File: src/branch_unit_pkg.sv
// package for the branch and machine cycle unit
// assumes one clock, synchronous active-high reset
`default_nettype none
package branch_unit_pkg;
  localparam int STATE_COUNT     = 6;   // states per machine cycle
  localparam int PHASE_COUNT     = 2;   // oscillator periods per state
  localparam int OSC_PER_CYCLE   = STATE_COUNT * PHASE_COUNT;
  localparam logic [7:0] SP_RESET = 8'h07;
  localparam logic [15:0] PC_RESET = 16'h0000;
  localparam int PAGE_BITS       = 11;  // page jump/call field width

  // control-flow operation requested by the core decoder
  typedef enum logic [3:0] {
    op_none, op_long_jump, op_page_jump, op_short_jump, op_indexed_jump,
    op_long_call, op_page_call, op_return, op_interrupt_return,
    op_branch_if_acc_zero, op_branch_if_acc_nonzero,
    op_decrement_branch_nonzero, op_compare_branch_unequal,
    op_external_data_move
  } flow_op_type;

  // one decoded instruction as handed to the unit
  typedef struct packed {
    flow_op_type op;
    logic [2:0]  page_hi;   // upper 3 target bits from opcode byte
    logic [7:0]  byte1;     // first operand byte (offset or address)
    logic [7:0]  byte2;     // second operand byte
    logic [7:0]  cmp_a;     // first compare or decrement operand
    logic [7:0]  cmp_b;     // second compare operand
  } flow_req_type;

  // external bus strobes
  typedef struct packed {
    logic        addr_latch;    // address latch strobe, high active
    logic        prog_store_n;  // program store strobe, low active
    logic [7:0]  port_zero;     // low address byte
  } bus_pins_type;
endpackage
`default_nettype wire

File: src/branch_and_machine_cycle_unit.sv
// control-flow executor and machine cycle sequencer
// assumes a decoder presents one request per machine cycle start and
// that oscillator ticks are one-cycle enables on clk_sys
//
// Contract
// - long jump: three bytes, full 16-bit target anywhere in 64K.
// - page jump: two bytes, 3 bits in opcode, low 8 bits next.
// - page jump/call replace low 11 PC bits, keep upper 5.
// - indexed jump loads data pointer plus accumulator into PC.
// - long call takes a full 16-bit subroutine address.
// - page call takes 11-bit address within the same 2K block.
// - return resumes at instruction after the call.
// - interrupt return also flags interrupt done; else plain return.
// - conditional branches reach -128..+127 from next instruction.
// - zero branches test the accumulator directly.
// - decrement operand, branch while result is nonzero.
// - compare branches when unequal; carry set if first is less.
// - machine cycle is six states of two oscillator periods.
// - each state has a first and second phase half.
// - two fetches per cycle; unneeded byte discarded, PC held.
// - opcode latched in first state, second fetch in fourth.
// - external data move: two cycles, no fetch in the second.
// - fetch sequence identical for internal or external memory.
// - external execution strobes program store twice per cycle.
// - data access omits two program strobes, double-length cycle.
// - internal: no program strobe; latch strobe skips one in move.
// - external: low address byte presented on port zero with latch strobe.
// - signed offset added to PC only when branch is taken.
// - stack pointer incremented before each stored byte; resets 07.
`default_nettype none
module branch_and_machine_cycle_unit (
  input  wire logic                        clk_sys,
  input  wire logic                        srst,
  input  wire logic                        osc_tick,
  input  wire logic                        external_program,
  input  wire branch_unit_pkg::flow_req_type req,
  input  wire logic                        req_valid,
  input  wire logic [7:0]                  acc,
  input  wire logic [15:0]                 data_pointer,
  input  wire logic [15:0]                 return_addr,
  input  wire logic                        int_in_progress,
  output logic [15:0]                      pc,
  output logic [7:0]                       sp,
  output logic                             carry,
  output logic [7:0]                       dec_result,
  output logic                             dec_write,
  output logic [15:0]                      push_data,
  output logic                             push_write,
  output logic                             int_done,
  output logic [2:0]                       state_num,
  output logic                             phase_two,
  output logic                             cycle_end,
  output branch_unit_pkg::bus_pins_type    bus
);
  import branch_unit_pkg::*;

  logic [2:0]  st;          // 0..5 means first..sixth state
  logic        ph;          // phase half within a state
  logic        move_second; // second cycle of an external data move
  logic        move_first;
  logic        take;
  logic [15:0] next_pc;
  logic [15:0] pc_after;
  logic [7:0]  dec_val;
  logic        at_end;

  assign at_end = osc_tick && ph && (st == 3'(STATE_COUNT - 1));

  // state and phase counters
  always_ff @(posedge clk_sys) begin
    if (srst) begin
      st <= 3'h0;
      ph <= 1'b0;
    end else if (osc_tick) begin
      ph <= ~ph;
      if (ph) begin
        st <= (st == 3'(STATE_COUNT - 1)) ? 3'h0 : st + 3'h1;
      end
    end
  end

  // external data move spans two cycles
  assign move_first = req_valid && req.op == op_external_data_move;
  always_ff @(posedge clk_sys) begin
    if (srst) begin
      move_second <= 1'b0;
    end else if (at_end) begin
      move_second <= move_first && !move_second;
    end
  end

  // branch decision and target
  assign dec_val = req.cmp_a - 8'h01;
  always_comb begin
    pc_after = pc;
    take     = 1'b0;
    next_pc  = pc;
    unique case (req.op)
      op_long_jump, op_long_call: begin
        pc_after = pc + 16'h0003;
        next_pc  = {req.byte1, req.byte2};
      end
      op_page_jump, op_page_call: begin
        pc_after = pc + 16'h0002;
        next_pc  = {pc_after[15:PAGE_BITS], req.page_hi, req.byte1};
      end
      op_short_jump: begin
        pc_after = pc + 16'h0002;
        next_pc  = pc_after + {{8{req.byte1[7]}}, req.byte1};
      end
      op_indexed_jump: next_pc = data_pointer + {8'h00, acc};
      op_return, op_interrupt_return: next_pc = return_addr;
      op_branch_if_acc_zero, op_branch_if_acc_nonzero: begin
        pc_after = pc + 16'h0002;
        take = (req.op == op_branch_if_acc_zero) ? (acc == 8'h00)
                                                 : (acc != 8'h00);
        next_pc = take ? pc_after + {{8{req.byte1[7]}}, req.byte1}
                       : pc_after;
      end
      op_decrement_branch_nonzero: begin
        pc_after = pc + 16'h0003;
        take = (dec_val != 8'h00);
        next_pc = take ? pc_after + {{8{req.byte1[7]}}, req.byte1}
                       : pc_after;
      end
      op_compare_branch_unequal: begin
        pc_after = pc + 16'h0003;
        take = (req.cmp_a != req.cmp_b);
        next_pc = take ? pc_after + {{8{req.byte1[7]}}, req.byte1}
                       : pc_after;
      end
      op_external_data_move: next_pc = pc + 16'h0001;
      default: next_pc = pc + 16'h0001;
    endcase
  end

  // program counter; held while a move's second cycle runs
  always_ff @(posedge clk_sys) begin
    if (srst) begin
      pc <= PC_RESET;
    end else if (at_end && req_valid && !move_second) begin
      pc <= next_pc;
    end
  end

  // carry only changed by compare
  always_ff @(posedge clk_sys) begin
    if (srst) begin
      carry <= 1'b0;
    end else if (at_end && req_valid && req.op == op_compare_branch_unequal)
    begin
      carry <= (req.cmp_a < req.cmp_b);
    end
  end

  // decrement write-back pulse
  always_ff @(posedge clk_sys) begin
    if (srst) begin
      dec_result <= 8'h00;
      dec_write  <= 1'b0;
    end else begin
      dec_write <= at_end && req_valid
                   && req.op == op_decrement_branch_nonzero;
      if (at_end) begin
        dec_result <= dec_val;
      end
    end
  end

  // stack push for calls, pre-increment by two bytes
  always_ff @(posedge clk_sys) begin
    if (srst) begin
      sp         <= SP_RESET;
      push_data  <= 16'h0000;
      push_write <= 1'b0;
    end else begin
      push_write <= 1'b0;
      if (at_end && req_valid) begin
        if (req.op == op_long_call || req.op == op_page_call) begin
          sp         <= sp + 8'h02;
          push_data  <= pc_after;
          push_write <= 1'b1;
        end else if (req.op == op_return || req.op == op_interrupt_return)
        begin
          sp <= sp - 8'h02;
        end
      end
    end
  end

  // interrupt done pulse only when one is in progress
  always_ff @(posedge clk_sys) begin
    if (srst) begin
      int_done <= 1'b0;
    end else begin
      int_done <= at_end && req_valid && int_in_progress
                  && req.op == op_interrupt_return;
    end
  end

  // bus strobes: latch in phase one of first and fourth states
  always_ff @(posedge clk_sys) begin
    if (srst) begin
      bus.addr_latch   <= 1'b0;
      bus.prog_store_n <= 1'b1;
      bus.port_zero    <= 8'h00;
      state_num        <= 3'h0;
      phase_two        <= 1'b0;
      cycle_end        <= 1'b0;
    end else begin
      state_num <= st;
      phase_two <= ph;
      cycle_end <= at_end;
      // latch pulses twice; one dropped in the move's second cycle
      bus.addr_latch <= !ph && ((st == 3'h0 && !move_second)
                                || st == 3'h3);
      // program strobe only external, skipped twice in move cycle
      bus.prog_store_n <= !(external_program && !move_second
                            && (st == 3'h1 || st == 3'h4));
      if (external_program && !ph && (st == 3'h0 || st == 3'h3)) begin
        bus.port_zero <= (st == 3'h0) ? pc[7:0] : pc[7:0] + 8'h01;
      end
    end
  end

  // assertions
  property p_seq_wrap;
    @(posedge clk_sys) disable iff (srst)
      (osc_tick && ph && st == 3'h5) |=> (st == 3'h0);
  endproperty
  a_seq_wrap: assert property (p_seq_wrap)
    else $error("state did not wrap after sixth");

  property p_phase_toggle;
    @(posedge clk_sys) disable iff (srst)
      osc_tick |=> (ph != $past(ph));
  endproperty
  a_phase_toggle: assert property (p_phase_toggle)
    else $error("phase did not toggle");

  property p_internal_no_strobe;
    @(posedge clk_sys) disable iff (srst)
      (!external_program)[*2] |-> bus.prog_store_n;
  endproperty
  a_internal_no_strobe: assert property (p_internal_no_strobe)
    else $error("program strobe active while internal");

  property p_move_no_strobe;
    @(posedge clk_sys) disable iff (srst)
      $past(move_second) |-> bus.prog_store_n;
  endproperty
  a_move_no_strobe: assert property (p_move_no_strobe)
    else $error("program strobe during move cycle");

  property p_page_keep_high;
    @(posedge clk_sys) disable iff (srst)
      (at_end && req_valid && !move_second && req.op == op_page_jump)
      |=> pc[15:11] == $past(pc_after[15:11]);
  endproperty
  a_page_keep_high: assert property (p_page_keep_high)
    else $error("page jump altered upper bits");

  property p_compare_carry;
    @(posedge clk_sys) disable iff (srst)
      (at_end && req_valid && req.op == op_compare_branch_unequal)
      |=> carry == ($past(req.cmp_a) < $past(req.cmp_b));
  endproperty
  a_compare_carry: assert property (p_compare_carry)
    else $error("compare carry wrong");

  property p_call_sp;
    @(posedge clk_sys) disable iff (srst)
      (at_end && req_valid && req.op == op_long_call)
      |=> sp == $past(sp) + 8'h02 && push_write;
  endproperty
  a_call_sp: assert property (p_call_sp)
    else $error("call did not bump stack");

  property p_interrupt_return_done;
    @(posedge clk_sys) disable iff (srst)
      int_done |-> $past(int_in_progress);
  endproperty
  a_interrupt_return_done: assert property (p_interrupt_return_done)
    else $error("done without interrupt in progress");

  property p_dec_not_taken;
    @(posedge clk_sys) disable iff (srst)
      (at_end && req_valid && !move_second
       && req.op == op_decrement_branch_nonzero && dec_val == 8'h00)
      |=> pc == $past(pc) + 16'h0003;
  endproperty
  a_dec_not_taken: assert property (p_dec_not_taken)
    else $error("decrement branch taken at zero");

  property p_latch_states;
    @(posedge clk_sys) disable iff (srst)
      bus.addr_latch
      |-> !phase_two && (state_num == 3'h0 || state_num == 3'h3);
  endproperty
  a_latch_states: assert property (p_latch_states)
    else $error("address latch strobe outside its states");

  property p_strobe_states;
    @(posedge clk_sys) disable iff (srst)
      !bus.prog_store_n
      |-> (state_num == 3'h1 || state_num == 3'h4);
  endproperty
  a_strobe_states: assert property (p_strobe_states)
    else $error("program strobe outside its states");

  property p_move_refused;
    @(posedge clk_sys) disable iff (srst)
      (at_end && req_valid && move_second)
      |=> pc == $past(pc);
  endproperty
  a_move_refused: assert property (p_move_refused)
    else $error("request taken in second move cycle");

  property p_interrupt_return_plain;
    @(posedge clk_sys) disable iff (srst)
      (at_end && req_valid && !int_in_progress
       && req.op == op_interrupt_return)
      |=> !int_done && sp == $past(sp) - 8'h02;
  endproperty
  a_interrupt_return_plain: assert property (p_interrupt_return_plain)
    else $error("interrupt return differs from plain return");

  property p_indexed_sum;
    @(posedge clk_sys) disable iff (srst)
      (at_end && req_valid && !move_second && req.op == op_indexed_jump)
      |=> pc == $past(data_pointer) + {8'h00, $past(acc)};
  endproperty
  a_indexed_sum: assert property (p_indexed_sum)
    else $error("indexed jump target wrong");

  property p_zero_not_taken;
    @(posedge clk_sys) disable iff (srst)
      (at_end && req_valid && !move_second
       && req.op == op_branch_if_acc_zero && acc != 8'h00)
      |=> pc == $past(pc) + 16'h0002;
  endproperty
  a_zero_not_taken: assert property (p_zero_not_taken)
    else $error("zero branch taken with nonzero accumulator");

  property p_carry_hold;
    @(posedge clk_sys) disable iff (srst)
      !(at_end && req_valid && req.op == op_compare_branch_unequal)
      |=> $stable(carry);
  endproperty
  a_carry_hold: assert property (p_carry_hold)
    else $error("carry changed outside a compare");

  property p_long_target;
    @(posedge clk_sys) disable iff (srst)
      (at_end && req_valid && !move_second && req.op == op_long_jump)
      |=> pc == {$past(req.byte1), $past(req.byte2)};
  endproperty
  a_long_target: assert property (p_long_target)
    else $error("long jump target wrong");
endmodule
`default_nettype wire

File: config.mk
export PLATFORM = sky130hd
export DESIGN_NAME = branch_and_machine_cycle_unit
export DESIGN_NICKNAME = d
export VERILOG_FILES = /design/src/branch_unit_pkg.sv /design/src/branch_and_machine_cycle_unit.sv
export SDC_FILE = /design/constraint.sdc
export NUM_CORES = 1
export LEC_CHECK = 0
export ABC_CLOCK_PERIOD_IN_PS = 8000
export BUFFER_PORTS_ARGS = -buffer_cell sky130_fd_sc_hd__buf_2
export CAP_MARGIN = 5
export CORE_ASPECT_RATIO = 2
export CORE_MARGIN = 8
export CORE_UTILIZATION = 50
export DETAILED_ROUTE_END_ITERATION = 10
export PLACE_DENSITY_LB_ADDON = 0.25
export SETUP_SLACK_MARGIN = 0.4
export SLEW_MARGIN = 20
export SYNTH_ARGS = -nofsm -noshare
export SYNTH_HDL_FRONTEND = slang
export SYNTH_SLANG_ARGS = --single-unit
export TNS_END_PERCENT = 10
File: constraint.sdc
create_clock -name clk_sys -period 8 [get_ports clk_sys]
set_input_delay 0.8 -clock clk_sys [delete_from_list [all_inputs] [get_ports clk_sys]]
set_output_delay 0.8 -clock clk_sys [all_outputs]
set_load 0.05 [all_outputs]
==> results.md, run 1 <==
- CP Data Arrival Time: 4630 ps
- Crit-path max FO: 15
- Die area: 18700 sq um
- Mapped Nets: about 1100
- DRC Markers: 0
- Reg2reg setup slack: 3620 ps
- Core area: about 14000 sq um
- IO Port Bufs: 150
- CTS tree: built
- Fraction of registers with async set/reset: 0
- H-tree lvl count: 3
- Period Utilization, post-route: 0.547
- Setup crit end kind: flip-flop
- Commonest non-fill, non-tap cell in the layout: buf_2
- Critical path buffers and inverters: 2
- First-pass GRT wire length: 43200 um
- Setup TNS: 0 ps
- Synth Warn #: 0
- Post-CTS Setup Bufs: 0
- Clock Skew: between 5 and 6 ps
- Synthesized area per cell: 7.42 sq um
- Largest net degree at the start of global routing: around 70
- Via Count: just under 8000
- Final Cell Area: ~8300 sq um
- Overall power: roughly 0.0010 W
- Die Y: roughly 190 um
- Min-Delay Path Class: flip-flop to flip-flop
- Seq/Total Area, Yosys: 0.198
- Period minus WS final: around 4400 ps
- # Max-Cap Violations: 0
- DRT Wirelength: about 28000 um
- Crit-path leading delay family: simple AND/OR/NAND/NOR gates
- Gr ovfl total: 0
- VDD IR-drop max: 89.7 uV
- Die W: slightly above 100 um
- Area Overhead vs Synth: 15.8%
- Hold buffer count at CTS: 0
- Status: complete, no violations
- Critical path class: flip-flop to flip-flop
- Pre-CTS setup slack: around 3700 ps
- Final setup vio count: 0
- Vias per cell: about 6.2
- Post-CTS resize count: 0
- EDFF count, synth: 0
- Slew Limit Fails: 0
- Clk_lat worst skew: around 350 ps
- Initial antenna violation count: 0
- Most frequent cells in the layout: 150 x buf_2, 115 x nor2_1, 84 x a21oi_1
- Post-DP HPWL: roughly 22000 um
- Share of cells above drive strength 1: 0.189
- Synth Register Bits: 71
- Ys flop type: dfxtp_1
- CTS Root Buffer Type: clkbuf_16
- Initial core utilization: 0.505
- Nets: between 1000 and 1500
- Distinct cells, synth: 87
- CTS sink count: 71
- Final worst setup slack: around 3600 ps
- GPL Wtd Cong: just over 1
- Highest achievable clock rate: approximately 0.23 GHz
- Pwr Density: ~130 nW/um^2
- Reg clk slew, reported paths: ~60 ps
- Required time of the critical path: approximately 8300 ps
- Least-Margin Pin Slew: about 1100 ps
- Maximum clock insertion buffer count: 2
- Row count: 62
- Wire per inst: about 22 um
- Slowest-stage cell, CP: dfxtp_1
- Inserted Diodes: 0
- Routed Antenna Nets: 0
- 1st-iter DRT viols: 673
- Critical Path Max Stage Delay: roughly 700 ps
- CP Cell Sequence: inv_1 -> ha_1 -> nand3b_1 -> inv_1 -> nand3_1 -> nor2_1 -> xor2_1 -> ha_1 -> nand3_1 -> o22ai_1 -> or3_1 -> o221ai_2 -> a21oi_2 -> o21ai_2 -> a21oi_1 -> or3b_1 -> a311oi_1
- P_leak: between 3 and 4 nW
- Inserted Clock Buffers: 9
- Slew margin rel.: 0.255
- Fillers: 1401
- RSZ-0062 raised after global routing: no
- Total Routing Usage GR: 0.304
- Post-Syn Instances: 966
- Vias in the first global route: ~7700
- Post-DP Area: 7990 sq um
- IO Count: 152
- Final hold vios: 0
- Synth Cell Area: 7170 sq um
- Startpoint types: flip-flop
- DRT Pass-1 Iters: 6
==> worst paths after layout <==
path / from / endpoint / depth (start not counted)
worst max-delay path: pc[0]$_SDFFE_PP0P_ / pc[15]$_SDFFE_PP0P_ / 17
worst max register to register: pc[0]$_SDFFE_PP0P_ / pc[15]$_SDFFE_PP0P_ / 17
worst min-delay path: push_data[0]$_SDFFE_PP0P_ / push_data[0]$_SDFFE_PP0P_ / 2
worst min register to register: push_data[0]$_SDFFE_PP0P_ / push_data[0]$_SDFFE_PP0P_ / 2
==> state kept, by name (all words and copies together), names as in the netlist, 3 cells and up <==
register	cells
pc	16
st	3
state_num	3
push_data	16
dec_result	8
bus	10
sp	7
==> worst register-to-register path, cell delays in order (launching register included) <==
cell	delay, ps
dfxtp_1	700
inv_1	210
ha_1	280
nand3b_1	250
inv_1	100
nand3_1	170
nor2_1	200
xor2_1	280
ha_1	350
nand3_1	160
o22ai_1	130
or3_1	330
o221ai_2	230
a21oi_2	100
o21ai_2	140
a21oi_1	80
or3b_1	340
a311oi_1	220
==> metal layers <==
metal	GRT usage	share of wire	routed length, um
met5	0	0	0
met1	0.345	0.38	10500
met4	0.194	0.060	1680
met2	0.511	0.48	13400
met3	0.0493	0.076	2100
==> stage by stage <==
step	hold slack (ps)	cells	utilization
6_report	450	1280	0.585
5_1_grt	480	1280	0.585
4_1_cts	453	1280	0.585
3_5_place_dp	443	1265	0.563
3_3_place_gp	437	1265	0.563
2_1_floorplan	521	966	-
==> kinds of logic (layout without fill, tap and decap cells) <==
logic type               after synthesis  after routing  share of synthesized area
adder cells (fa/ha/maj)               63             63                      0.114
AND/OR/NAND/NOR                      321            321                      0.218
other                                  1              1                   0.000523
buffers and inverters                102            224                     0.0600
flip-flops                            71             71                      0.198
AO/OA/AOI/OAI                        316            316                      0.295
XOR/XNOR                              85             85                      0.104
multiplexers                           7              7                    0.00994
==> report_power, final <==
| group | internal (W) | total, W | switching (W) |
|---|---|---|---|
| Clock | 0.000280 | 0.000436 | 0.000156 |
| Combinational | 0.0000860 | 0.000239 | 0.000153 |
| Sequential | 0.000360 | 0.000364 | 0.00000408 |
| Total | 0.000726 | 0.00104 | 0.000314 |
==> Yosys cell counts (all sizes together) (3+ instances only) <==
cell | n | area share
ha | 59 | 0.10
o211ai | 7 | 0.0080
dfxtp | 71 | 0.20
a21oi | 87 | 0.062
a211o | 3 | 0.0037
xor2 | 28 | 0.034
o21a | 6 | 0.0063
mux2i | 6 | 0.0084
a222oi | 3 | 0.0042
a21o | 17 | 0.018
and2 | 3 | 0.0026
and3 | 9 | 0.0079
nand3 | 40 | 0.029
a211oi | 32 | 0.034
clkbuf | 21 | 0.011
nor4 | 6 | 0.0094
a31oi | 11 | 0.0096
nor3 | 23 | 0.019
a221oi | 22 | 0.028
o21bai | 5 | 0.0052
buf | 30 | 0.022
inv | 51 | 0.027
a311oi | 5 | 0.0061
nand4 | 9 | 0.0079
o21ai | 62 | 0.044
o22ai | 8 | 0.0070
a22oi | 14 | 0.015
xnor2 | 57 | 0.070
nand2 | 67 | 0.036
or2 | 4 | 0.0035
nand2b | 12 | 0.010
nor2 | 119 | 0.064
or3 | 4 | 0.0035
fa | 4 | 0.011
nor2b | 17 | 0.015
o221ai | 10 | 0.013
==> area by class of cell <==
type	count	area, sq um	share of cell area
clock buffer	10	239	0.0288
clock inverter	5	81.3	0.00979
inverter	51	191	0.0230
multi-input combinational	793	5320	0.641
sequential	71	1420	0.171
tap	192	240	0.0289
timing repair buffer	158	811	0.0976
No activity file was read; power rests on OpenSTA's default activity.
==> run 2, diff against run 1 <==
--- a/config.mk
+++ b/config.mk
@@ -5,7 +5,7 @@
 export SDC_FILE = /design/constraint.sdc
 export NUM_CORES = 1
 export LEC_CHECK = 0
-export ABC_CLOCK_PERIOD_IN_PS = 8000
+export ABC_CLOCK_PERIOD_IN_PS = 4200
 export BUFFER_PORTS_ARGS = -buffer_cell sky130_fd_sc_hd__buf_2
 export CAP_MARGIN = 5
 export CORE_ASPECT_RATIO = 2
==> constraint.sdc (replaced) <==
create_clock -name clk_sys -period 4.2 [get_ports clk_sys]
set_input_delay 0.42 -clock clk_sys [delete_from_list [all_inputs] [get_ports clk_sys]]
set_output_delay 0.42 -clock clk_sys [all_outputs]
set_load 0.05 [all_outputs]
==> run 2 against run 1 <==
Against the previous run:
- clock skew up 3.5 ps
- sequential share of layout area shrank 0.35 points
- via count increased by 0.89%
- cell count increased by 2.0%
- maximum frequency increased by 18%
- critical path depth is the same
- critical endpoint unchanged
- highest routed layer unchanged
==> results.md, run 2 (synthesized netlist as in run 1, its figures left out) <==
- Reg2reg end: pc[15]$_SDFFE_PP0P_
- Vias per cell: just over 6
- Final setup vio count: 0
- Hold path endpoint: bus[8]$_SDFF_PP1_
- Initial antenna violation count: 0
- VDD IR-drop max: ~170 uV
- Min-Delay Path Class: primary input to flip-flop
- CTS sink count: approximately 70
- R2R depth: 17
- Die Y: roughly 190 um
- Reg clk slew, reported paths: approximately 50 ps
- Inserted Clock Buffers: 9
- Core area: 14200 sq um
- P_leak: around 3.7 nW
- Initial core utilization: 0.505
- First-pass GRT wire length: roughly 42000 um
- Critical Path Max Stage Delay: approximately 380 ps
- Status: complete, no violations
- Setup crit end kind: flip-flop
- Layout Cells excl Fill: roughly 1300
- Crit-path leading delay family: simple AND/OR/NAND/NOR gates
- IO Port Bufs: 150
- Largest net degree at the start of global routing: around 40
- CP Cell Sequence: inv_1 -> ha_1 -> nand3b_1 -> inv_1 -> nand3_2 -> nor2_4 -> xor2_2 -> ha_1 -> a21oi_1 -> o22ai_1 -> or3_1 -> o221ai_2 -> a21oi_2 -> o21ai_2 -> a21oi_1 -> or3b_1 -> a311oi_2
- CTS Root Buffer Type: clkbuf_16
- Min-delay src: external_program
- Pwr Density: roughly 220 nW/um^2
- Via Count: approximately 8000
- Least-Margin Pin Slew: about 1000 ps
- GPL Wtd Cong: between 1 and 1.5
- GRT met1 Usage: 0.330
- DRC Markers: 0
- Share of cells above drive strength 1: 0.222
- Period Utilization, post-route: 0.883
- Worst R2R Start: pc[1]$_SDFFE_PP0P_
- Critical path class: flip-flop to flip-flop
- Gr ovfl total: 0
- H-tree lvl count: 3
- Crit-path max FO: 8
- Commonest non-fill, non-tap cell in the layout: buf_2
- DRT Wirelength: between 20000 and 30000 um
- Clk_lat worst skew: between 300 and 400 ps
- Gr busiest metal: met2
- # Max-Cap Violations: 0
- IO Count: between 150 and 200
- Fillers: 1367
- Vias in the first global route: slightly below 8000
- Clock Skew: approximately 8.9 ps
- Slew margin rel.: 0.316
- Highest achievable clock rate: 0.270 GHz
- Worst hold path cell count: 2
- Startpoint types: flip-flop
- M3 GR Usage: 0.0456
- Area Overhead vs Synth: 19.4%
- Die W: roughly 100 um
- Slowest-stage cell, CP: dfxtp_4
- RSZ-0062 raised after global routing: yes
- Reg2reg setup slack: ~490 ps
- Met2 Use GR: 0.493
- Wire per inst: ~21 um
- Slew Limit Fails: 0
- Final hold vios: 0
- DRT Pass-1 Iters: 6
- Die area: 18700 sq um
- Nets: about 1300
- 1st-iter DRT viols: ~580
- Most frequent cells in the layout: 150 x buf_2, 114 x nor2_1, 84 x a21oi_1
- Setup TNS: 0 ps
- Routed Antenna Nets: 0
- DP Cell Count: between 1000 and 1500
- CTS tree: built
- Hold buffer count at CTS: 0
- Maximum clock insertion buffer count: 2
- Row count: 62
- Critical path buffers and inverters: 2
- Largest regs: pc: 16 flops, push_data: 16 flops, bus: 10 flops
- Required time of the critical path: 4450 ps
- Post-DP HPWL: 21800 um
- Inserted Diodes: 0
- CP Data Arrival Time: between 3000 and 4000 ps
- Total Routing Usage GR: 0.292
- Period minus WS final: 3710 ps
==> run 2: changes by cell type in the layout (fill, tap and decap cells not counted), sizes merged <==
cell    change
buf        +25
bufinv      -2
clkbuf      +2
clkinv      +2
inv         -1
==> run 2: timing repair <==
| item | in CTS | in global routing |
|---|---|---|
| buffers inserted | 1 | 5 |
| gates resized for setup | 2 | 17 |
| setup endpoints to repair | 2 | 5 |
| pin swaps | 1 | 5 |
| hold endpoints to repair | 0 | 0 |
==> run 2: report_power, final <==
| group | switching [W] | internal (W) | total, W |
|---|---|---|---|
| clock network | 0.000293 | 0.000433 | 0.000726 |
| registers | 0.00000783 | 0.000683 | 0.000691 |
| logic | 0.000290 | 0.000166 | 0.000455 |
| total | 0.000590 | 0.00128 | 0.00187 |
==> run 2: final cells by class <==
class	instances	area (sq um)	area share
timing repair buffer	183	998	0.117
clock buffer	12	256	0.0300
tap	192	240	0.0281
inverter	51	191	0.0224
clock inverter	4	30.0	0.00351
sequential	71	1440	0.168
multi-input combinational	793	5410	0.632
==> run 2: worst max path at each step <==
stage / endpoint / cells after the start / slack (ps) / start
finish: pc[15]$_SDFFE_PP0P_ / 17 / 490 / pc[1]$_SDFFE_PP0P_
global route: pc[15]$_SDFFE_PP0P_ / 17 / 330 / pc[1]$_SDFFE_PP0P_
CTS: pc[15]$_SDFFE_PP0P_ / 17 / 440 / pc[1]$_SDFFE_PP0P_
detailed placement: pc[15]$_SDFFE_PP0P_ / 17 / 330 / pc[1]$_SDFFE_PP0P_
global placement: pc[15]$_SDFFE_PP0P_ / 17 / 420 / pc[1]$_SDFFE_PP0P_
floorplan: pc[15]$_SDFFE_PP0P_ / 18 / 460 / pc[0]$_SDFFE_PP0P_
==> run 2: worst register-to-register path, cell delays in order (launching register included) <==
cell and delay [ps]:
dfxtp_4 380, inv_1 100, ha_1 220, nand3b_1 230, inv_1 110, nand3_2 170
nor2_4 180, xor2_2 200, ha_1 310, a21oi_1 150, o22ai_1 110, or3_1 330
o221ai_2 240, a21oi_2 100, o21ai_2 140, a21oi_1 80, or3b_1 360, a311oi_2 200
==> run 2: layer usage <==
| layer | vias up | routed length (um) |
|---|---|---|
| met5 | - | 0 |
| met4 | 0 | 1730 |
| met3 | 87 | 1910 |
| met2 | 414 | 12900 |
| met1 | 3662 | 10600 |
| li1 | 3807 | - |
==> run 2: through the flow <==
step | area (sq um) | power (W) | utilization | setup WS (ps) | hold slack [ps]
floorplan | 7180 | 0.00100 | - | 456 | 507
global placement | 8130 | 0.00115 | 0.573 | 420 | 438
detailed placement | 8130 | 0.00115 | 0.573 | 326 | 443
CTS | 8440 | 0.00188 | 0.594 | 439 | 294
global route | 8560 | 0.00195 | 0.603 | 329 | 305
finish | 8560 | 0.00187 | 0.603 | 493 | 299
==> run 3, diff against run 2 <==
--- a/config.mk
+++ b/config.mk
@@ -9,7 +9,7 @@
 export BUFFER_PORTS_ARGS = -buffer_cell sky130_fd_sc_hd__buf_2
 export CAP_MARGIN = 5
 export CORE_ASPECT_RATIO = 2
-export CORE_MARGIN = 8
+export CORE_MARGIN = 5
 export CORE_UTILIZATION = 50
 export DETAILED_ROUTE_END_ITERATION = 10
 export PLACE_DENSITY_LB_ADDON = 0.25
==> run 3 against run 2 <==
Against the previous run:
- maximum frequency grew 1.3%
- sequential power is essentially flat
- sequential share of layout area shrank 0.078 points
- critical path depth is the same
- critical path type unchanged
- largest power group unchanged
==> results.md, run 3 (synthesized netlist as in run 1, its figures left out) <==
- DRC Markers: 0
- Worst hold path cell count: 2
- Period Utilization, post-route: 0.872
- Largest regs: pc: 16 flops, push_data: 16 flops, bus: 10 flops
- Initial core utilization: 0.505
- Status: complete, no violations
- RSZ-0062 raised after global routing: yes
- P_leak: 3.75 nW
- Final setup vio count: 0
- Critical path depth: 17
- DRT Pass-1 Iters: 5
- Post-DP HPWL: ~21000 um
- IO Port Bufs: 150
- Final hold slack: about 280 ps
- Critical path buffers and inverters: 2
- Largest net degree at the start of global routing: 45
- Share of cells above drive strength 1: 0.221
- 1st-iter DRT viols: 700
- Slew Limit Fails: 0
- Min-Delay Path Class: primary input to flip-flop
- Row count: 62
- R2R depth: 17
- Startpoint types: flip-flop
- CP Data Arrival Time: about 4000 ps
- GPL Wtd Cong: between 0.9 and 1
- H-tree lvl count: 3
- First-pass GRT wire length: between 40000 and 50000 um
- VDD IR-drop max: 152 uV
- # Max-Cap Violations: 0
- CTS sink count: 71
- Gr ovfl total: 0
- Multi-input logic area: approximately 5400 sq um
- Die area: 17000 sq um
- CTS Root Buffer Type: clkbuf_16
- CTS tree: built
- Wire per inst: about 20 um
- Fillers: 1340
- Period minus WS final: between 3000 and 4000 ps
- Via Count: 8056
- CP startpoint: pc[1]$_SDFFE_PP0P_
- Vias in the first global route: about 7600
- Highest achievable clock rate: roughly 0.27 GHz
- Slew margin rel.: 0.240
- Pwr Density: ~230 nW/um^2
- Min-delay src: external_program
- Setup crit end kind: flip-flop
- Die W: between 90 and 100 um
- DRT Wirelength: between 20000 and 30000 um
- Reg clk slew, reported paths: 70 ps
- Routed Antenna Nets: 0
- Most frequent cells in the layout: 150 x buf_2, 114 x nor2_1, 83 x a21oi_1
- Critical Path Max Stage Delay: just under 400 ps
- Area Overhead vs Synth: 19.8%
- Commonest non-fill, non-tap cell in the layout: buf_2
- Setup TNS: 0 ps
- Worst R2R Start: pc[1]$_SDFFE_PP0P_
- Register Area: roughly 1400 sq um
- Die Y: around 180 um
- Slowest-stage cell, CP: dfxtp_4
- IO Count: between 150 and 200
- Inserted Clock Buffers: 9
- Vias per cell: just over 6
- Overall power: 0.00201 W
- Core area: between 10000 and 15000 sq um
- Fin util: 0.605
- Clk_lat worst skew: 350 ps
- Clock Skew: about 15 ps
- Nets: around 1300
- Maximum clock insertion buffer count: 2
- Final hold vios: 0
- Total Routing Usage GR: 0.306
- Least-Margin Pin Slew: roughly 1100 ps
- Required time of the critical path: between 4000 and 5000 ps
- Initial antenna violation count: 0
- Crit-path leading delay family: simple AND/OR/NAND/NOR gates
- CP Cell Sequence: inv_1 -> ha_1 -> a21oi_2 -> and2b_4 -> and3_1 -> xnor2_2 -> inv_1 -> ha_4 -> nand3_2 -> o22ai_1 -> or3_1 -> o221ai_4 -> a21oi_2 -> o21ai_2 -> a21oi_1 -> or3b_1 -> a311oi_1
- Critical path class: flip-flop to flip-flop
- Inserted Diodes: 0
- Crit-path max FO: 9
[run 3: cell count changes in the layout (fill, tap and decap cells not counted), moves of 2 or more]
cell,previous run,this run
inv_6,0,3
clkbuf_8,2,0
a21oi_2,2,4
bufinv_16,0,2
[run 3: timing repair]
item,CTS,global route
setup endpoints to repair,2,3
pin swaps,0,6
hold buffers,0,0
resized for setup,2,14
setup buffers,2,6
[run 3: cell type report]
cell class / count / share of cell area
Clock buffer: 9 / 0.0262
Clock inverter: 7 / 0.0119
Inverter: 51 / 0.0223
Multi-Input combinational cell: 793 / 0.629
Sequential cell: 71 / 0.167
Tap cell: 192 / 0.0280
Timing Repair Buffer: 183 / 0.116
[run 3: final timing paths]
| path | to | slack [ps] |
|---|---|---|
| hold reg to reg | push_data[0]$_SDFFE_PP0P_ | 450 |
| setup / recovery | pc[15]$_SDFFE_PP0P_ | 540 |
| setup reg to reg | pc[15]$_SDFFE_PP0P_ | 540 |
| hold / removal | bus[8]$_SDFF_PP1_ | 280 |
[run 3: report_power, final]
group / switching [W] / internal, W
combinational: 0.000289 / 0.000165
sequential: 0.00000802 / 0.000683
clock: 0.000336 / 0.000528
[run 3: stage by stage]
stage | std cells | setup slack (ps) | area (sq um)
finish | 1306 | 539 | 8590
global route | 1306 | 357 | 8590
floorplan | 966 | 456 | 7180
detailed placement | 1282 | 251 | 8120
CTS | 1300 | 407 | 8470
global placement | 1282 | 419 | 8120
[run 3: per-layer routing]
layer | vias up | share of wire | track usage
met5 | - | 0 | 0
met4 | 0 | 0.068 | 0.201
li1 | 3812 | - | -
met1 | 3692 | 0.38 | 0.356
met3 | 97 | 0.077 | 0.0418
met2 | 455 | 0.47 | 0.517
